`src/rtl/opcode_decoder_consts.vh`:
```
// Register offsets, control bit positions and operation codes for the decoder
`ifndef OPCODE_DECODER_CONSTS_VH
`define OPCODE_DECODER_CONSTS_VH

// ----------------------------------------
// Register offsets (byte addresses)
// ----------------------------------------
`define REG_BYTES      8'h00
`define REG_CTRL       8'h04
`define REG_OP         8'h08
`define REG_FIELDS     8'h0C
`define REG_IMM        8'h10
`define REG_DISP       8'h14
`define REG_STATUS     8'h18
`define CTRL_START_BIT 0
`define CTRL_CLR_BIT   1

// ----------------------------------------
// Operation codes
// ----------------------------------------
`define OP_NONE        6'h00
`define OP_COPY_RM     6'h01
`define OP_COPY_IMM    6'h02
`define OP_COPY_MEM2A  6'h03
`define OP_COPY_A2MEM  6'h04
`define OP_COPY_TOSEG  6'h05
`define OP_COPY_FROMSEG 6'h06
`define OP_SWAP        6'h07
`define OP_LOOKUP      6'h08
`define OP_LOAD_EO     6'h09
`define OP_LFP_DATA    6'h0A
`define OP_LFP_EXTRA   6'h0B
`define OP_FLAGS2AH    6'h0C
`define OP_AH2FLAGS    6'h0D
`define OP_SUB_ONE     6'h0E
`define OP_INVERT      6'h0F
`define OP_NEGATE      6'h10
`define OP_UPRODUCT    6'h11
`define OP_SPRODUCT    6'h12
`define OP_UQUOTIENT   6'h13
`define OP_SQUOTIENT   6'h14
`define OP_COMPARE_IMM 6'h15
`define OP_ASCII_SUB   6'h16
`define OP_DEC_SUB     6'h17
`define OP_ASCII_MUL   6'h18
`define OP_SIGN_EXT    6'h19
`define OP_ROT_L       6'h1A
`define OP_ROT_R       6'h1B
`define OP_ROT_LC      6'h1C
`define OP_ROT_RC      6'h1D
`define OP_SHIFT_L     6'h1E
`define OP_LSHIFT_R    6'h1F
`define OP_ASHIFT_R    6'h20
`define OP_CONJ        6'h21

`endif

```
`src/rtl/opcode_decoder_data_arith.v`:
```
// Instruction decoder for copy and arithmetic/logic opcode groups, AHB-Lite slave
//
// Contract
// - 100010dw plus addressing byte is register/memory copy; d picks target.
// - 1011w reg is immediate-to-register copy, one or two immediate bytes.
// - Accumulator/memory copies carry two-byte direct address, low first, no addressing byte.
// - 10001110 copies register/memory into segment register from addressing byte.
// - 10001100 copies segment register into register/memory operand.
// - 1000011w with addressing byte swaps register and register/memory operand.
// - 11010111 is single-byte table lookup into accumulator low byte.
// - 10001101 loads computed effective offset into selected register.
// - 11000101 and 11000100 load far pointer with data or extra segment.
// - 10011111 flags to accumulator high; 10011110 the reverse.
// - 1111111w with field 001 subtracts one from operand.
// - 1111011w field selects invert, negate, products and quotients.
// - 100000sw field 111 is immediate compare; 16-bit immediate only when sw=01.
// - 00111111 and 00101111 are ASCII and decimal subtract adjustments.
// - ASCII adjust multiply is 11010100 then 00001010, both bytes consumed.
// - 10011000 sign-extends accumulator low byte into full accumulator.
// - 110100vw field selects rotates, shift left, logical and arithmetic right.
// - 001000dw with addressing byte is bitwise conjunction, direction by d.
// - Size bit one means word operation, zero means byte.
// - Mode 11 makes operand-select field name a register.
// - sw=11 sign-extends one immediate byte to 16 bits.
// - Register field maps to word or byte registers by size bit.
`timescale 1ns/10ps
`default_nettype none
`include "opcode_decoder_consts.vh"

module opcode_decoder_data_arith (
    // Clock and reset
    input  wire        i_clk,
    input  wire        i_rstn,
    // AHB-Lite slave
    input  wire        i_hsel,
    input  wire [31:0] i_haddr,
    input  wire [1:0]  i_htrans,
    input  wire        i_hwrite,
    input  wire [2:0]  i_hsize,
    input  wire [31:0] i_hwdata,
    input  wire        i_hready,
    output wire        o_hreadyout,
    output wire        o_hresp,
    output reg  [31:0] o_hrdata,
    // Decoder result strobe
    output reg         o_decode_done
);

    // ----------------------------------------
    // Bus address phase capture
    // ----------------------------------------
    // Address phase state carried into the data phase
    reg        wr_pend_ff;
    reg        rd_pend_ff;
    reg [7:0]  addr_ff;
    wire       take = i_hsel & i_hready & i_htrans[1];

    // Zero wait states; errors never produced
    // No wait states, so this slave's hreadyout stays high at all times
    assign o_hreadyout = 1'b1;
    assign o_hresp     = 1'b0;

    // Address phase registered for the following data phase
    always @(posedge i_clk or negedge i_rstn) begin
        if (!i_rstn) begin
            wr_pend_ff <= 1'b0;
            rd_pend_ff <= 1'b0;
            addr_ff    <= 8'h00;
        end else begin
            wr_pend_ff <= take & i_hwrite;
            rd_pend_ff <= take & ~i_hwrite;
            addr_ff    <= i_haddr[7:0];
        end
    end

    // ----------------------------------------
    // Software registers
    // ----------------------------------------
    // Map: 0x00 window, 0x04 control (bit 0 start, bit 1 clear valid)
    // Op word 0x08: [5:0] code, [8:6] length, [9] handled
    // Fields 0x0C: [0] wide, [1] dir, [2] addressing byte, [3] register operand,
    // Then [5:4] mode, [8:6] reg, [11:9] r/m, [13:12] segment, [14] count
    // Immediate 0x10, displacement or direct address 0x14, valid 0x18 bit 0
    // Only four bytes are visible; longer forms read zero past them
    reg [31:0] bytes_ff;       // Up to four instruction bytes, first in [7:0]
    reg        start_ff;       // One-cycle decode request
    reg        valid_ff;       // Sticky result valid
    // Decoded result, captured one cycle after the start write
    reg [5:0]  op_ff;
    reg        handled_ff;
    reg [2:0]  len_ff;
    reg        wide_ff;
    reg        dir_ff;
    reg        has_modrm_ff;
    reg        reg_is_rm_ff;
    reg [1:0]  mode_ff;
    reg [2:0]  regf_ff;
    reg [2:0]  rmf_ff;
    reg [1:0]  seg_ff;
    reg        count_cl_ff;
    reg [15:0] imm_ff;
    reg [15:0] disp_ff;

    // Write strobes come from the registered address phase
    wire wr_bytes = wr_pend_ff & (addr_ff == `REG_BYTES);
    wire wr_ctrl  = wr_pend_ff & (addr_ff == `REG_CTRL);

    // ----------------------------------------
    // Combinational decode of the byte window
    // ----------------------------------------
    // Opcode byte and addressing byte fields
    wire [7:0] b0 = bytes_ff[7:0];
    wire [7:0] b1 = bytes_ff[15:8];
    wire [1:0] md = b1[7:6];
    wire [2:0] rf = b1[5:3];
    wire [2:0] rm = b1[2:0];

    // Decode of the current window, ahead of the start strobe
    reg [5:0]  nxt_op;
    reg        nxt_handled;
    reg        nxt_modrm;
    reg        nxt_wide;
    reg        nxt_dir;
    reg [1:0]  imm_n;          // Immediate bytes after displacement
    reg        imm_sx;         // Sign-extend a single immediate byte
    reg        addr_direct;    // Two address bytes follow opcode
    reg [2:0]  nxt_len;
    reg [1:0]  disp_n;
    reg [2:0]  nxt_regf;
    reg [15:0] nxt_imm;
    reg [15:0] nxt_disp;
    reg [7:0]  ib0;
    reg [7:0]  ib1;

    // Opcode classification
    // Groups do not overlap, so the order of the tests is free
    // Segment forms with the top field bit set are left not handled
    // Each branch sets what differs from the defaults; OP_LOAD_EO and OP_ASCII_MUL also restate the default size bit
    always @* begin
        nxt_op      = `OP_NONE;
        nxt_handled = 1'b1;
        nxt_modrm   = 1'b0;
        nxt_wide    = b0[0];
        nxt_dir     = b0[1];
        imm_n       = 2'd0;
        imm_sx      = 1'b0;
        addr_direct = 1'b0;
        nxt_regf    = rf;
        if (b0[7:2] == 6'b100010) begin
            nxt_op    = `OP_COPY_RM;
            nxt_modrm = 1'b1;
        end else if (b0[7:4] == 4'b1011) begin
            nxt_op   = `OP_COPY_IMM;
            nxt_wide = b0[3];
            nxt_regf = b0[2:0];
            imm_n    = b0[3] ? 2'd2 : 2'd1;
        end else if (b0[7:1] == 7'b1010000) begin
            nxt_op      = `OP_COPY_MEM2A;
            addr_direct = 1'b1;
        end else if (b0[7:1] == 7'b1010001) begin
            nxt_op      = `OP_COPY_A2MEM;
            addr_direct = 1'b1;
        end else if (b0 == 8'b10001110 && !rf[2]) begin
            nxt_op    = `OP_COPY_TOSEG;
            nxt_modrm = 1'b1;
            nxt_wide  = 1'b1;
        end else if (b0 == 8'b10001100 && !rf[2]) begin
            nxt_op    = `OP_COPY_FROMSEG;
            nxt_modrm = 1'b1;
            nxt_wide  = 1'b1;
        end else if (b0[7:1] == 7'b1000011) begin
            nxt_op    = `OP_SWAP;
            nxt_modrm = 1'b1;
        end else if (b0 == 8'b11010111) begin
            nxt_op   = `OP_LOOKUP;
            nxt_wide = 1'b0;
        end else if (b0 == 8'b10001101) begin
            nxt_op    = `OP_LOAD_EO;
            nxt_modrm = 1'b1;
            nxt_wide  = 1'b1;
        end else if (b0 == 8'b11000101 || b0 == 8'b11000100) begin
            nxt_op    = b0[0] ? `OP_LFP_DATA : `OP_LFP_EXTRA;
            nxt_modrm = 1'b1;
            nxt_wide  = 1'b1;
        end else if (b0 == 8'b10011111 || b0 == 8'b10011110) begin
            nxt_op   = b0[0] ? `OP_FLAGS2AH : `OP_AH2FLAGS;
            nxt_wide = 1'b0;
        end else if (b0[7:1] == 7'b1111111 && rf == 3'b001) begin
            nxt_op    = `OP_SUB_ONE;
            nxt_modrm = 1'b1;
        end else if (b0[7:1] == 7'b1111011 && rf[2:1] != 2'b00) begin
            nxt_modrm = 1'b1;
            case (rf)
                3'b010:  nxt_op = `OP_INVERT;
                3'b011:  nxt_op = `OP_NEGATE;
                3'b100:  nxt_op = `OP_UPRODUCT;
                3'b101:  nxt_op = `OP_SPRODUCT;
                3'b110:  nxt_op = `OP_UQUOTIENT;
                default: nxt_op = `OP_SQUOTIENT;
            endcase
        end else if (b0[7:2] == 6'b100000 && rf == 3'b111) begin
            nxt_op    = `OP_COMPARE_IMM;
            nxt_modrm = 1'b1;
            imm_n     = (b0[1:0] == 2'b01) ? 2'd2 : 2'd1;
            imm_sx    = (b0[1:0] == 2'b11);
        end else if (b0 == 8'b00111111 || b0 == 8'b00101111) begin
            nxt_op   = b0[4] ? `OP_ASCII_SUB : `OP_DEC_SUB;
            nxt_wide = 1'b0;
        end else if (b0 == 8'b11010100 && b1 == 8'b00001010) begin
            nxt_op   = `OP_ASCII_MUL;
            nxt_wide = 1'b0;
        end else if (b0 == 8'b10011000) begin
            nxt_op   = `OP_SIGN_EXT;
            nxt_wide = 1'b1;
        end else if (b0[7:2] == 6'b110100 && rf != 3'b110) begin
            nxt_modrm = 1'b1;
            case (rf)
                3'b000:  nxt_op = `OP_ROT_L;
                3'b001:  nxt_op = `OP_ROT_R;
                3'b010:  nxt_op = `OP_ROT_LC;
                3'b011:  nxt_op = `OP_ROT_RC;
                3'b100:  nxt_op = `OP_SHIFT_L;
                3'b101:  nxt_op = `OP_LSHIFT_R;
                default: nxt_op = `OP_ASHIFT_R;
            endcase
        end else if (b0[7:2] == 6'b001000) begin
            nxt_op    = `OP_CONJ;
            nxt_modrm = 1'b1;
        end else begin
            nxt_handled = 1'b0;
        end
    end

    // Displacement size, immediates and total length
    // Mode 00 with r/m 110 is a bare 16-bit address, not a base register
    always @* begin
        disp_n = 2'd0;
        if (nxt_modrm) begin
            case (md)
                2'b00:   disp_n = (rm == 3'b110) ? 2'd2 : 2'd0;
                2'b01:   disp_n = 2'd1;
                2'b10:   disp_n = 2'd2;
                default: disp_n = 2'd0;
            endcase
        end
        // Displacement bytes follow the addressing byte
        nxt_disp = 16'h0000;
        // A short displacement is sign-extended from its own top bit
        if (disp_n == 2'd1) begin
            nxt_disp = {{8{bytes_ff[23]}}, bytes_ff[23:16]};
        end else if (disp_n == 2'd2) begin
            nxt_disp = bytes_ff[31:16];
        end
        // Direct address of accumulator copies, low byte first
        if (addr_direct) begin
            nxt_disp = {bytes_ff[23:16], b1};
        end
        // Immediate bytes sit after opcode, addressing byte and displacement
        ib0 = 8'h00;
        ib1 = 8'h00;
        case ({nxt_modrm, disp_n})
            3'b100:  begin ib0 = bytes_ff[23:16]; ib1 = bytes_ff[31:24]; end
            3'b101:  begin ib0 = bytes_ff[31:24]; ib1 = 8'h00; end
            3'b000:  begin ib0 = b1; ib1 = bytes_ff[23:16]; end
            default: begin ib0 = 8'h00; ib1 = 8'h00; end
        endcase
        if (imm_n == 2'd2) begin
            nxt_imm = {ib1, ib0};
        end else if (imm_n == 2'd1) begin
            nxt_imm = imm_sx ? {{8{ib0[7]}}, ib0} : {8'h00, ib0};
        end else begin
            nxt_imm = 16'h0000;
        end
        // Opcode + addressing + displacement + immediate
        // Longest form is six bytes, inside the three-bit length
        nxt_len = 3'd1 + {2'b00, nxt_modrm} + {1'b0, disp_n} + {1'b0, imm_n}
                  + (addr_direct ? 3'd2 : 3'd0)
                  + ((nxt_op == `OP_ASCII_MUL) ? 3'd1 : 3'd0);
        // Unknown bytes advance the fetch side by one so it can resync
        if (!nxt_handled) begin
            nxt_len = 3'd1;
        end
    end

    // ----------------------------------------
    // Result registers and control
    // ----------------------------------------
    always @(posedge i_clk or negedge i_rstn) begin
        if (!i_rstn) begin
            bytes_ff      <= 32'h0000_0000;
            start_ff      <= 1'b0;
            valid_ff      <= 1'b0;
            op_ff         <= `OP_NONE;
            handled_ff    <= 1'b0;
            len_ff        <= 3'd0;
            wide_ff       <= 1'b0;
            dir_ff        <= 1'b0;
            has_modrm_ff  <= 1'b0;
            reg_is_rm_ff  <= 1'b0;
            mode_ff       <= 2'b00;
            regf_ff       <= 3'b000;
            rmf_ff        <= 3'b000;
            seg_ff        <= 2'b00;
            count_cl_ff   <= 1'b0;
            imm_ff        <= 16'h0000;
            disp_ff       <= 16'h0000;
            o_decode_done <= 1'b0;
        end else begin
            // Window is written whole, first byte in the low lane
            if (wr_bytes) begin
                bytes_ff <= i_hwdata;
            end
            // Start is registered so decode sees the window written before it
            start_ff      <= wr_ctrl & i_hwdata[`CTRL_START_BIT];
            o_decode_done <= start_ff;
            // Completion wins over a same-cycle software clear
            if (start_ff) begin
                valid_ff <= 1'b1;
            end else if (wr_ctrl & i_hwdata[`CTRL_CLR_BIT]) begin
                valid_ff <= 1'b0;
            end
            // Results move only on a start, so reads between decodes are steady
            if (start_ff) begin
                op_ff        <= nxt_op;
                handled_ff   <= nxt_handled;
                len_ff       <= nxt_len;
                wide_ff      <= nxt_wide;
                dir_ff       <= nxt_dir;
                has_modrm_ff <= nxt_modrm;
                reg_is_rm_ff <= nxt_modrm & (md == 2'b11);
                mode_ff      <= md;
                regf_ff      <= nxt_regf;
                rmf_ff       <= rm;
                seg_ff       <= rf[1:0];
                count_cl_ff  <= b0[1];
                imm_ff       <= nxt_imm;
                disp_ff      <= nxt_disp;
            end
        end
    end

    // ----------------------------------------
    // Read data
    // ----------------------------------------
    // Register read mux; unmapped offsets read zero
    // Loaded at the address phase, so it stands through the data phase
    always @(posedge i_clk or negedge i_rstn) begin
        if (!i_rstn) begin
            o_hrdata <= 32'h0000_0000;
        end else if (take & ~i_hwrite) begin
            case (i_haddr[7:0])
                `REG_BYTES:  o_hrdata <= bytes_ff;
                `REG_OP:     o_hrdata <= {22'h00_0000, handled_ff, len_ff, op_ff};
                `REG_FIELDS: o_hrdata <= {17'h0_0000, count_cl_ff, seg_ff, rmf_ff,
                                          regf_ff, mode_ff, reg_is_rm_ff,
                                          has_modrm_ff, dir_ff, wide_ff};
                `REG_IMM:    o_hrdata <= {16'h0000, imm_ff};
                `REG_DISP:   o_hrdata <= {16'h0000, disp_ff};
                `REG_STATUS: o_hrdata <= {31'h00000000, valid_ff};
                default:     o_hrdata <= 32'h0000_0000;
            endcase
        end
    end

    // Read-pending flag kept for bus phase tracking
    // Transfer size is ignored; every register is one whole word
    wire unused_ok = rd_pend_ff | (|i_hsize);

endmodule
`default_nettype wire

```
`config.mk`:
```
export PLATFORM = sky130hd
export DESIGN_NAME = opcode_decoder_data_arith
export DESIGN_NICKNAME = d
export VERILOG_FILES = /design/src/rtl/opcode_decoder_data_arith.v
export VERILOG_INCLUDE_DIRS = /design/src /design/src/rtl
export SDC_FILE = /design/constraint.sdc
export NUM_CORES = 1
export LEC_CHECK = 0
export BUFFER_PORTS_ARGS = -buffer_cell sky130_fd_sc_hd__buf_2
export CORE_ASPECT_RATIO = 0.9
export CORE_MARGIN = 10
export CORE_UTILIZATION = 39
export CTS_BUF_LIST = sky130_fd_sc_hd__clkbuf_2
export DETAILED_ROUTE_END_ITERATION = 10
export PLACE_DENSITY = 0.66
export SYNTH_ARGS = -nofsm -noshare
export SYNTH_HDL_FRONTEND = slang
export SYNTH_SLANG_ARGS = --single-unit
```
`constraint.sdc`:
```
create_clock -name i_clk -period 2.9 [get_ports i_clk]
set_input_delay 0.58 -clock i_clk [delete_from_list [all_inputs] [get_ports i_clk]]
set_output_delay 0.58 -clock i_clk [all_outputs]
set_load 0.01 [all_outputs]
```
[Yosys cells after proc, flatten, opt, wreduce, memory -nomap -nowiden]
Index checks and enable logic that the tools add are counted.
Storage, ports and cells
  flip-flop bits (word level): 132
  input port bits: 74
  output and inout port bits: 35
Operators by class
  add/sub/neg operators: 5
  reductions and logical operators: 18
  mux-type cells: 130
  bitwise gates (word level): 10
  equality and inequality tests: 50
Operator list (number)
  case mux 32 bit (6 select lines): 1
  2-to-1 mux 6 bit: 19
  2-to-1 mux 16 bit: 6
  == test 8 bit, second input constant: 10
  2-to-1 mux 1 bit: 77
  2-to-1 mux 2 bit: 19
  case mux 6 bit (6 select lines): 1
  == test 7 bit, second input constant: 5
  case mux 5 bit (5 select lines): 1
  == test 8 x 4 -> 1 bit, second input constant: 3
  == test 8 x 5 -> 1 bit, second input constant: 3
  case mux 8 bit (3 select lines): 1
  == test 3 bit, second input constant: 7
  == test 6 bit, second input constant: 3
  == test 8 x 6 -> 1 bit, second input constant: 2
  logical NOT 8 bit: 2
  case mux 8 bit (2 select lines): 1
  == test 2 bit, second input constant: 5
  bitwise AND 1 bit: 9
  2-to-1 mux 3 bit: 3
  == test 2 x 1 -> 1 bit, second input constant: 4
  == test 8 x 3 -> 1 bit, second input constant: 1
  logical AND 1 bit: 7
  adder 3 x 2 -> 3 bit: 2
  other kinds (16): 21

[Longest topological paths before layout]
Gate-level depths: netlist of run 1.
  depth in word-level cells: 26
  depth in mapped cells: 14
  depth with buffers taken out: 11

[Worst setup path before layout of run 1]
OpenSTA, ideal clock, no wires.
  path kind: reg-to-reg
  start point: register bytes_ff[6]
  end point: register len_ff[2]
  buffers on the path: 3
  setup slack: -112 ps
  cell stages (with the launch flop): 14
  setup time: 133 ps
  clock period less this slack: 3012 ps
  arrival time: 2879 ps
  path through: dfrtp_1 > buf_4 > nor4b_4 > a22oi_2 > o221ai_2 > or3b_1 > buf_6 > buf_6 > nand2_1 > fa_1 > fa_1 > xor2_1 > nand2_1 > o22ai_1
Between the ends
  cells in the longest elaborated chain, start to end: 26
  elaborated cells between the ends (all ways): 115
Ends and longest elaborated chain
  start: declaration: line opcode_decoder_data_arith.v:85  | reg [31:0] bytes_ff;
  start signal: assignment: line opcode_decoder_data_arith.v:311  | bytes_ff <= i_hwdata;
  == test 6 x 4 -> 1 bit / == test 6 bit (equally long branches): line opcode_decoder_data_arith.v:226, opcode_decoder_data_arith.v:215
  2-to-1 mux 1 bit / logical AND 1 bit (equally long branches): line opcode_decoder_data_arith.v:226, opcode_decoder_data_arith.v:215
  2-to-1 mux 1 bit: line opcode_decoder_data_arith.v:215  | end else if (b0[7:2] == 6'b110100 && rf != 3'b110) begin
  2-to-1 mux 1 bit: line opcode_decoder_data_arith.v:212  | end else if (b0 == 8'b10011000) begin
  2-to-1 mux 1 bit: line opcode_decoder_data_arith.v:209  | end else if (b0 == 8'b11010100 && b1 == 8'b00001010) begin
  2-to-1 mux 1 bit: line opcode_decoder_data_arith.v:206  | end else if (b0 == 8'b00111111 || b0 == 8'b00101111) begin
  2-to-1 mux 1 bit: line opcode_decoder_data_arith.v:201  | end else if (b0[7:2] == 6'b100000 && rf == 3'b111) begin
  2-to-1 mux 1 bit: line opcode_decoder_data_arith.v:191  | end else if (b0[7:1] == 7'b1111011 && rf[2:1] != 2'b00) begin
  [10 not listed]
  2-to-1 mux 1 bit: line opcode_decoder_data_arith.v:152  | end else if (b0[7:4] == 4'b1011) begin
  2-to-1 mux 1 bit: line opcode_decoder_data_arith.v:149  | if (b0[7:2] == 6'b100010) begin
  adder 1 x 1 -> 2 bit / 2-to-1 mux 2 bit (equally long branches): line opcode_decoder_data_arith.v:276, opcode_decoder_data_arith.v:238
  adder 2 x 2 -> 3 bit: line opcode_decoder_data_arith.v:276  | nxt_len = 3'd1 + {2'b00, nxt_modrm} + {1'b0, disp_n} + {1'b0, imm_n}
  adder 3 x 2 -> 3 bit: line opcode_decoder_data_arith.v:276
  adder 3 x 2 -> 3 bit: line opcode_decoder_data_arith.v:277  | + (addr_direct ? 3'd2 : 3'd0)
  adder 3 x 1 -> 3 bit: line opcode_decoder_data_arith.v:276
  2-to-1 mux 3 bit *: line opcode_decoder_data_arith.v:280  | if (!nxt_handled) begin
  end signal: assignment: line opcode_decoder_data_arith.v:326  | len_ff <= nxt_len;
  end: declaration: line opcode_decoder_data_arith.v:91  | reg [2:0] len_ff;
Mark *: on every way between the ends. The rest lies on a longest branch, timed or not.
A chain may end at the register's enable or synchronous reset.

[Worst setup path after layout of run 1]
  start point: register bytes_ff[2]
  end point: register len_ff[1]
The elaborated chain is that of the path after synthesis.

==> impl_metrics.json, run 1 <==
{
  "status": "finished, final reports clean",
  "synth_edf_count": 0,
  "crit_path_end_kind": "register",
  "die-area_sq_um": 23500,
  "holdWs_ns": 0.0817,
  "clk_transition_reported_paths_ns": 0.18,
  "io_buffers": 78,
  "seq_power_share_pct": 65.1,
  "syn_inst": 690,
  "final_common_cell": "dfrtp_1",
  "setup_viol": 0,
  "fillers": 1739,
  "drv_slew": 0,
  "die_x_microns": 160,
  "grt_antenna_before_repair": 2,
  "wl_per_cell_microns": 19.6,
  "pre_cts_slack_ns": -0.00386,
  "multiInputGateArea_sq_um": 3290,
  "dp.cells": 1005,
  "layoutNonFillerInstCount": 1052,
  "ys_seq_area_share_pct": 47.8,
  "cts_tree": "done",
  "clock_latency_ns": 0.71,
  "netlist_area_sq_um": 6910,
  "std_cell_rows": 46,
  "nets": 877,
  "clockBufferDepth": 2,
  "first_pass_iters": 5,
  "slowest_delay_ns": 0.54,
  "dp_hpwl_microns": 14900,
  "maxCapViolCount": 0,
  "clkPwrFrac_pct": 29.4,
  "ys_ff_latch": 132,
  "cts.sinks": 132,
  "area_growth_pct": 17.4,
  "comb_power_share_pct": 5.4,
  "ir_drop_mv": 0.291,
  "ant_nets": 0,
  "root_buffer": "clkbuf_2",
  "async_reset_ff_share_pct": 100,
  "hp-class": "input pin to register",
  "num_vias": 5859,
  "cts_htree_levels": 4,
  "grt_max_degree": 68,
  "slowest_stage": "fa_2",
  "layout_common_cells": "dfrtp_1, buf_2, nand2_1",
  "period_needed_ns": 2.86,
  "io_pins": 109,
  "tightest_slew_ns": 1.19,
  "p_leak_nw": 3.58,
  "grt_pass1_wl_microns": 32700,
  "hold_viol_final": 0,
  "p_sw_share_pct": 25.9,
  "cts_buffers": 17,
  "crit_fanout": 8,
  "power_density_nw_per_um2": 353,
  "power_mw": 2.87,
  "track_usage_pct": 17.5,
  "path_cells": "and4bb_1, a22oi_2, o221ai_4, or3b_4, nand2_2, fa_1, fa_2, nand2b_4, o22ai_2",
  "fp.dieH_microns": 146,
  "via_per_inst": 5.57,
  "cp-start-kind": "register",
  "seq_area_sq_um": 3310,
  "design_area_sq_um": 8110,
  "drt_iter0_drc": 676,
  "drt-total-wl_microns": 20600,
  "rsz0062_at_grt": "true",
  "crit_type": "register to register",
  "placed_cell_area_sq_um": 7780,
  "gr-total-overflow": 0,
  "synth_ff_type": "dfrtp_1",
  "slew_headroom_pct": 20.7,
  "setup_slack_ns": 0.0381,
  "yosysUniqueCellTypes": 70,
  "switchingPower_mw": 0.741,
  "place_congestion": 0.964,
  "fmax_mhz": 349,
  "core-area_sq_um": 17500,
  "syn_nets": 767,
  "cp.required_ns": 3.50,
  "p_int_mw": 2.12,
  "arrival_ns": 3.46,
  "syn_avg_cell_area_sq_um": 10.0,
  "post-route-drc-count": 0,
  "grt_pass1_vias": 5814,
  "ys_warn_count": 0,
  "fin_crit_sh_pct": 98.7,
  "layout-drive-gt1-share_pct": 30.3,
  "start_util_pct": 39.5,
  "fin_skew_ns": 0.0283
}
## critical path, delay by kind of cell, from the launching register on
family,cells,cell delay [ns]
adder cells (fa/ha/maj),2,0.98
AO/OA/AOI/OAI,3,0.41
flip-flops,1,0.50
AND/OR/NAND/NOR,4,0.88
## kinds of logic after synthesis
kind of cell,Yosys count,synth area share (%)
simple gates,213,16.2
compound gates,190,19.2
flops,132,47.8
buf+inv,83,5.43
xor+xnor,2,0.253
fa+ha+maj,3,0.869
other cells,2,0.109
mux,65,10.2
## layout make-up
class                           instances  share of cell area, %
Antenna cell                            1                 0.0308
Clock buffer                           21                   1.30
Clock inverter                          9                  0.524
Inverter                               24                   1.11
Multi-Input combinational cell        475                   40.6
Sequential cell                       132                   40.8
Tap cell                              240                   3.70
Timing Repair Buffer                  150                   12.0
## through the flow
stage / util (%) / TNS (ns)
2_1_floorplan: - / -0.0593
3_3_place_gp: 44.5 / 0
3_5_place_dp: 44.5 / -0.00386
4_1_cts: 45.8 / 0
5_1_grt: 46.4 / -0.0914
6_report: 46.4 / 0
## Yosys cell counts, drive strengths merged, types with 10 or more instances
library cell    n  area, sq um
a21oi          50          250
dfrtp         132         3300
a22oi          15          118
a32oi          10         87.6
clkbuf         34          128
mux2           45          507
nand2          69          259
buf            25          158
nor2b          15         93.8
nor2           55          206
o21ai          36          180
o22ai          12         75.1
a22o           16          140
a221oi         14          123
mux2i          20          200
inv            24         90.1
## power by group through the flow
stage	Combinational, mW	Sequential [mW]	Clock, mW
final	0.156	1.87	0.844
after global routing	0.174	1.87	0.968
after CTS	0.157	1.87	0.886
after detailed placement	0.148	1.90	0
after global placement	0.147	1.90	0
after floorplan	0.0546	1.90	0
## sequential cells by signal (all words and copies together), names as in the netlist, 3 cells and up
| register | flops |
|---|---|
| bytes_ff | 32 |
| disp_ff | 16 |
| rmf_ff | 3 |
| o_hrdata | 32 |
| op_ff | 6 |
| addr_ff | 8 |
| imm_ff | 16 |
| len_ff | 3 |
| regf_ff | 3 |
## metal layers
layer / global-route usage, % / vias to the layer above / wire length [microns]
met5: 0 / - / 45
met4: 5.41 / 2 / 334
met3: 4.81 / 28 / 1810
met2: 23.4 / 257 / 8290
met1: 26.4 / 2845 / 10100
li1: - / 2727 / -
## path summary, 6_finish.rpt
check                      slack [ns]  cells past startpoint                      end                     from
max                              0.04                      9    len_ff[1]$_DFFE_PN0P_  bytes_ff[2]$_DFFE_PN0P_
min                              0.08                      2  bytes_ff[5]$_DFFE_PN0P_              i_hwdata[5]
max reg2reg                      0.04                      9    len_ff[1]$_DFFE_PN0P_  bytes_ff[2]$_DFFE_PN0P_
min reg2reg                      0.48                      0  o_decode_done$_DFF_PN0_       start_ff$_DFF_PN0_
max in group asynchronous        1.60                      3   disp_ff[7]$_DFFE_PN0P_                   i_rstn
min in group asynchronous        0.40                      2  bytes_ff[3]$_DFFE_PN0P_                   i_rstn
## what timing repair did
| action | in CTS | in global routing |
|---|---|---|
| setup buffers | 1 | 8 |
| pin swaps | 0 | 3 |
| setup endpoints to repair | 1 | 2 |
| hold buffers | 7 | 0 |
| hold endpoints to repair | 71 | 0 |
| gates resized for setup | 6 | 6 |
No activity file was read; power rests on OpenSTA's default activity.
==> run 2, diff against run 1 <==
==> constraint.sdc (replaced) <==
create_clock -name i_clk -period 2.9 [get_ports i_clk]
set_input_delay 0.145 -clock i_clk [delete_from_list [all_inputs] [get_ports i_clk]]
set_output_delay 0.145 -clock i_clk [all_outputs]
set_load 0.01 [all_outputs]
==> run 2 against run 1 <==
Against the previous run:
- utilization grew 2.0 points
- cell area grew 4.3%
- non-clock buffer count grew 28
- clock-buffer cell count grew 2
- fmax grew 2.6%
- clock power grew 24%
==> impl_metrics.json, run 2 (synthesis gave the netlist of run 1 again) <==
{
  "arrival_ns": 3.45,
  "grt_pass1_vias": 5933,
  "slew_headroom_pct": 60.7,
  "layout-drive-gt1-share_pct": 28.3,
  "setup_slack_ns": 0.110,
  "gr-total-overflow": 0,
  "cp-start-kind": "register",
  "final_util_pct": 48.3,
  "grt_max_degree": 51,
  "drt-total-wl_microns": 21500,
  "via_per_inst": 5.50,
  "setup_viol": 0,
  "cts_htree_levels": 4,
  "post-route-drc-count": 0,
  "hp-class": "input pin to register",
  "layout_common_cells": "dfrtp_1, buf_2, nand2_1",
  "core-area_sq_um": 17500,
  "area_growth_pct": 22.3,
  "grt_pass1_wl_microns": 34100,
  "pre_cts_slack_ns": 0.106,
  "clock_latency_ns": 0.72,
  "grt_antenna_before_repair": 1,
  "die_x_microns": 160,
  "cts_tree": "done",
  "final_common_cell": "dfrtp_1",
  "placed_cell_area_sq_um": 7750,
  "start_util_pct": 39.5,
  "ir_drop_mv": 0.280,
  "wl_per_cell_microns": 19.9,
  "crit_fanout": 4,
  "hold_viol_final": 0,
  "clk_transition_reported_paths_ns": 0.19,
  "ant_nets": 0,
  "fin_crit_sh_pct": 96.2,
  "fin_skew_ns": 0.0311,
  "drv_slew": 0,
  "fmax_mhz": 358,
  "cts.sinks": 132,
  "maxCapViolCount": 0,
  "period_needed_ns": 2.79,
  "holdWs_ns": 0.0586,
  "track_usage_pct": 18.2,
  "first_pass_iters": 5,
  "root_buffer": "clkbuf_2",
  "dp_hpwl_microns": 15100,
  "status": "finished, final reports clean",
  "io_pins": 109,
  "die-area_sq_um": 23500,
  "drt_iter0_drc": 577,
  "crit_type": "register to register",
  "design_area_sq_um": 8460,
  "clockBufferDepth": 2,
  "fp.dieH_microns": 146,
  "place_congestion": 0.980,
  "p_leak_nw": 3.70,
  "std_cell_rows": 46,
  "fillers": 1664,
  "power_density_nw_per_um2": 369,
  "cp.required_ns": 3.56,
  "nets": 905,
  "fin_tns_setup_ns": 0,
  "cts_buffers": 17,
  "crit_path_end_kind": "register",
  "num_vias": 5941,
  "io_buffers": 78,
  "tightest_slew_ns": 0.590,
  "top_regs": "bytes_ff: 32 flops, o_hrdata: 32 flops"
}
run 2: routing by layer:
metal	wire length (microns)	vias up	GRT usage (%)
li1	-	2789	-
met1	10500	2883	27.4
met2	8850	250	24.8
met3	1970	19	5.06
met4	265	0	5.00
met5	0	-	0
run 2: critical path: stages (launching register included):
cell      delay (ns)
dfrtp_1         0.45
buf_4           0.15
nor3_1          0.19
or3b_4          0.44
o221ai_4        0.08
or3b_4          0.18
nand2_2         0.05
fa_1            0.51
fa_2            0.44
nand2b_1        0.15
o22ai_1         0.11
run 2: per-stage QoR:
step,std cells,total power [mW]
2_1_floorplan,690,1.95
3_3_place_gp,1003,2.05
3_5_place_dp,1003,2.05
4_1_cts,1079,3.15
5_1_grt,1081,3.25
6_report,1081,3.12
run 2: final timing paths:
path	from	endpoint	slack, ns	cells past startpoint
min	i_haddr[0]	addr_ff[0]$_DFF_PN0_	0.06	2
max reg2reg	bytes_ff[4]$_DFFE_PN0P_	len_ff[1]$_DFFE_PN0P_	0.11	10
min in group asynchronous	i_rstn	op_ff[0]$_DFFE_PN0P_	0.44	3
min reg2reg	o_hrdata[3]$_DFFE_PN0P_	o_hrdata[3]$_DFFE_PN0P_	0.50	2
max in group asynchronous	i_rstn	disp_ff[7]$_DFFE_PN0P_	1.77	4
max	bytes_ff[4]$_DFFE_PN0P_	len_ff[1]$_DFFE_PN0P_	0.11	10
run 2: layout make-up:
cell class,count,area [sq um],area share [%]
Sequential cell,132,3310,39.1
Multi-Input combinational cell,475,3280,38.8
Timing Repair Buffer,178,1280,15.1
Tap cell,240,300,3.55
Clock buffer,23,115,1.36
Inverter,24,90.1,1.06
Clock inverter,8,85.1,1.01
Antenna cell,1,2.50,0.0296
run 2: power by group:
part           internal [mW]  leakage (nW)  switching [mW]
clock network          0.398         0.138           0.655
logic                 0.0925          1.77           0.106
registers               1.86          1.80          0.0117
total                   2.35          3.70           0.773
run 2: what timing repair did:
action	4_1_cts	5_1_grt
setup endpoints to repair	0	2
hold endpoints to repair	177	0
hold buffers	45	0
gates resized for setup	0	13
setup buffers	0	1
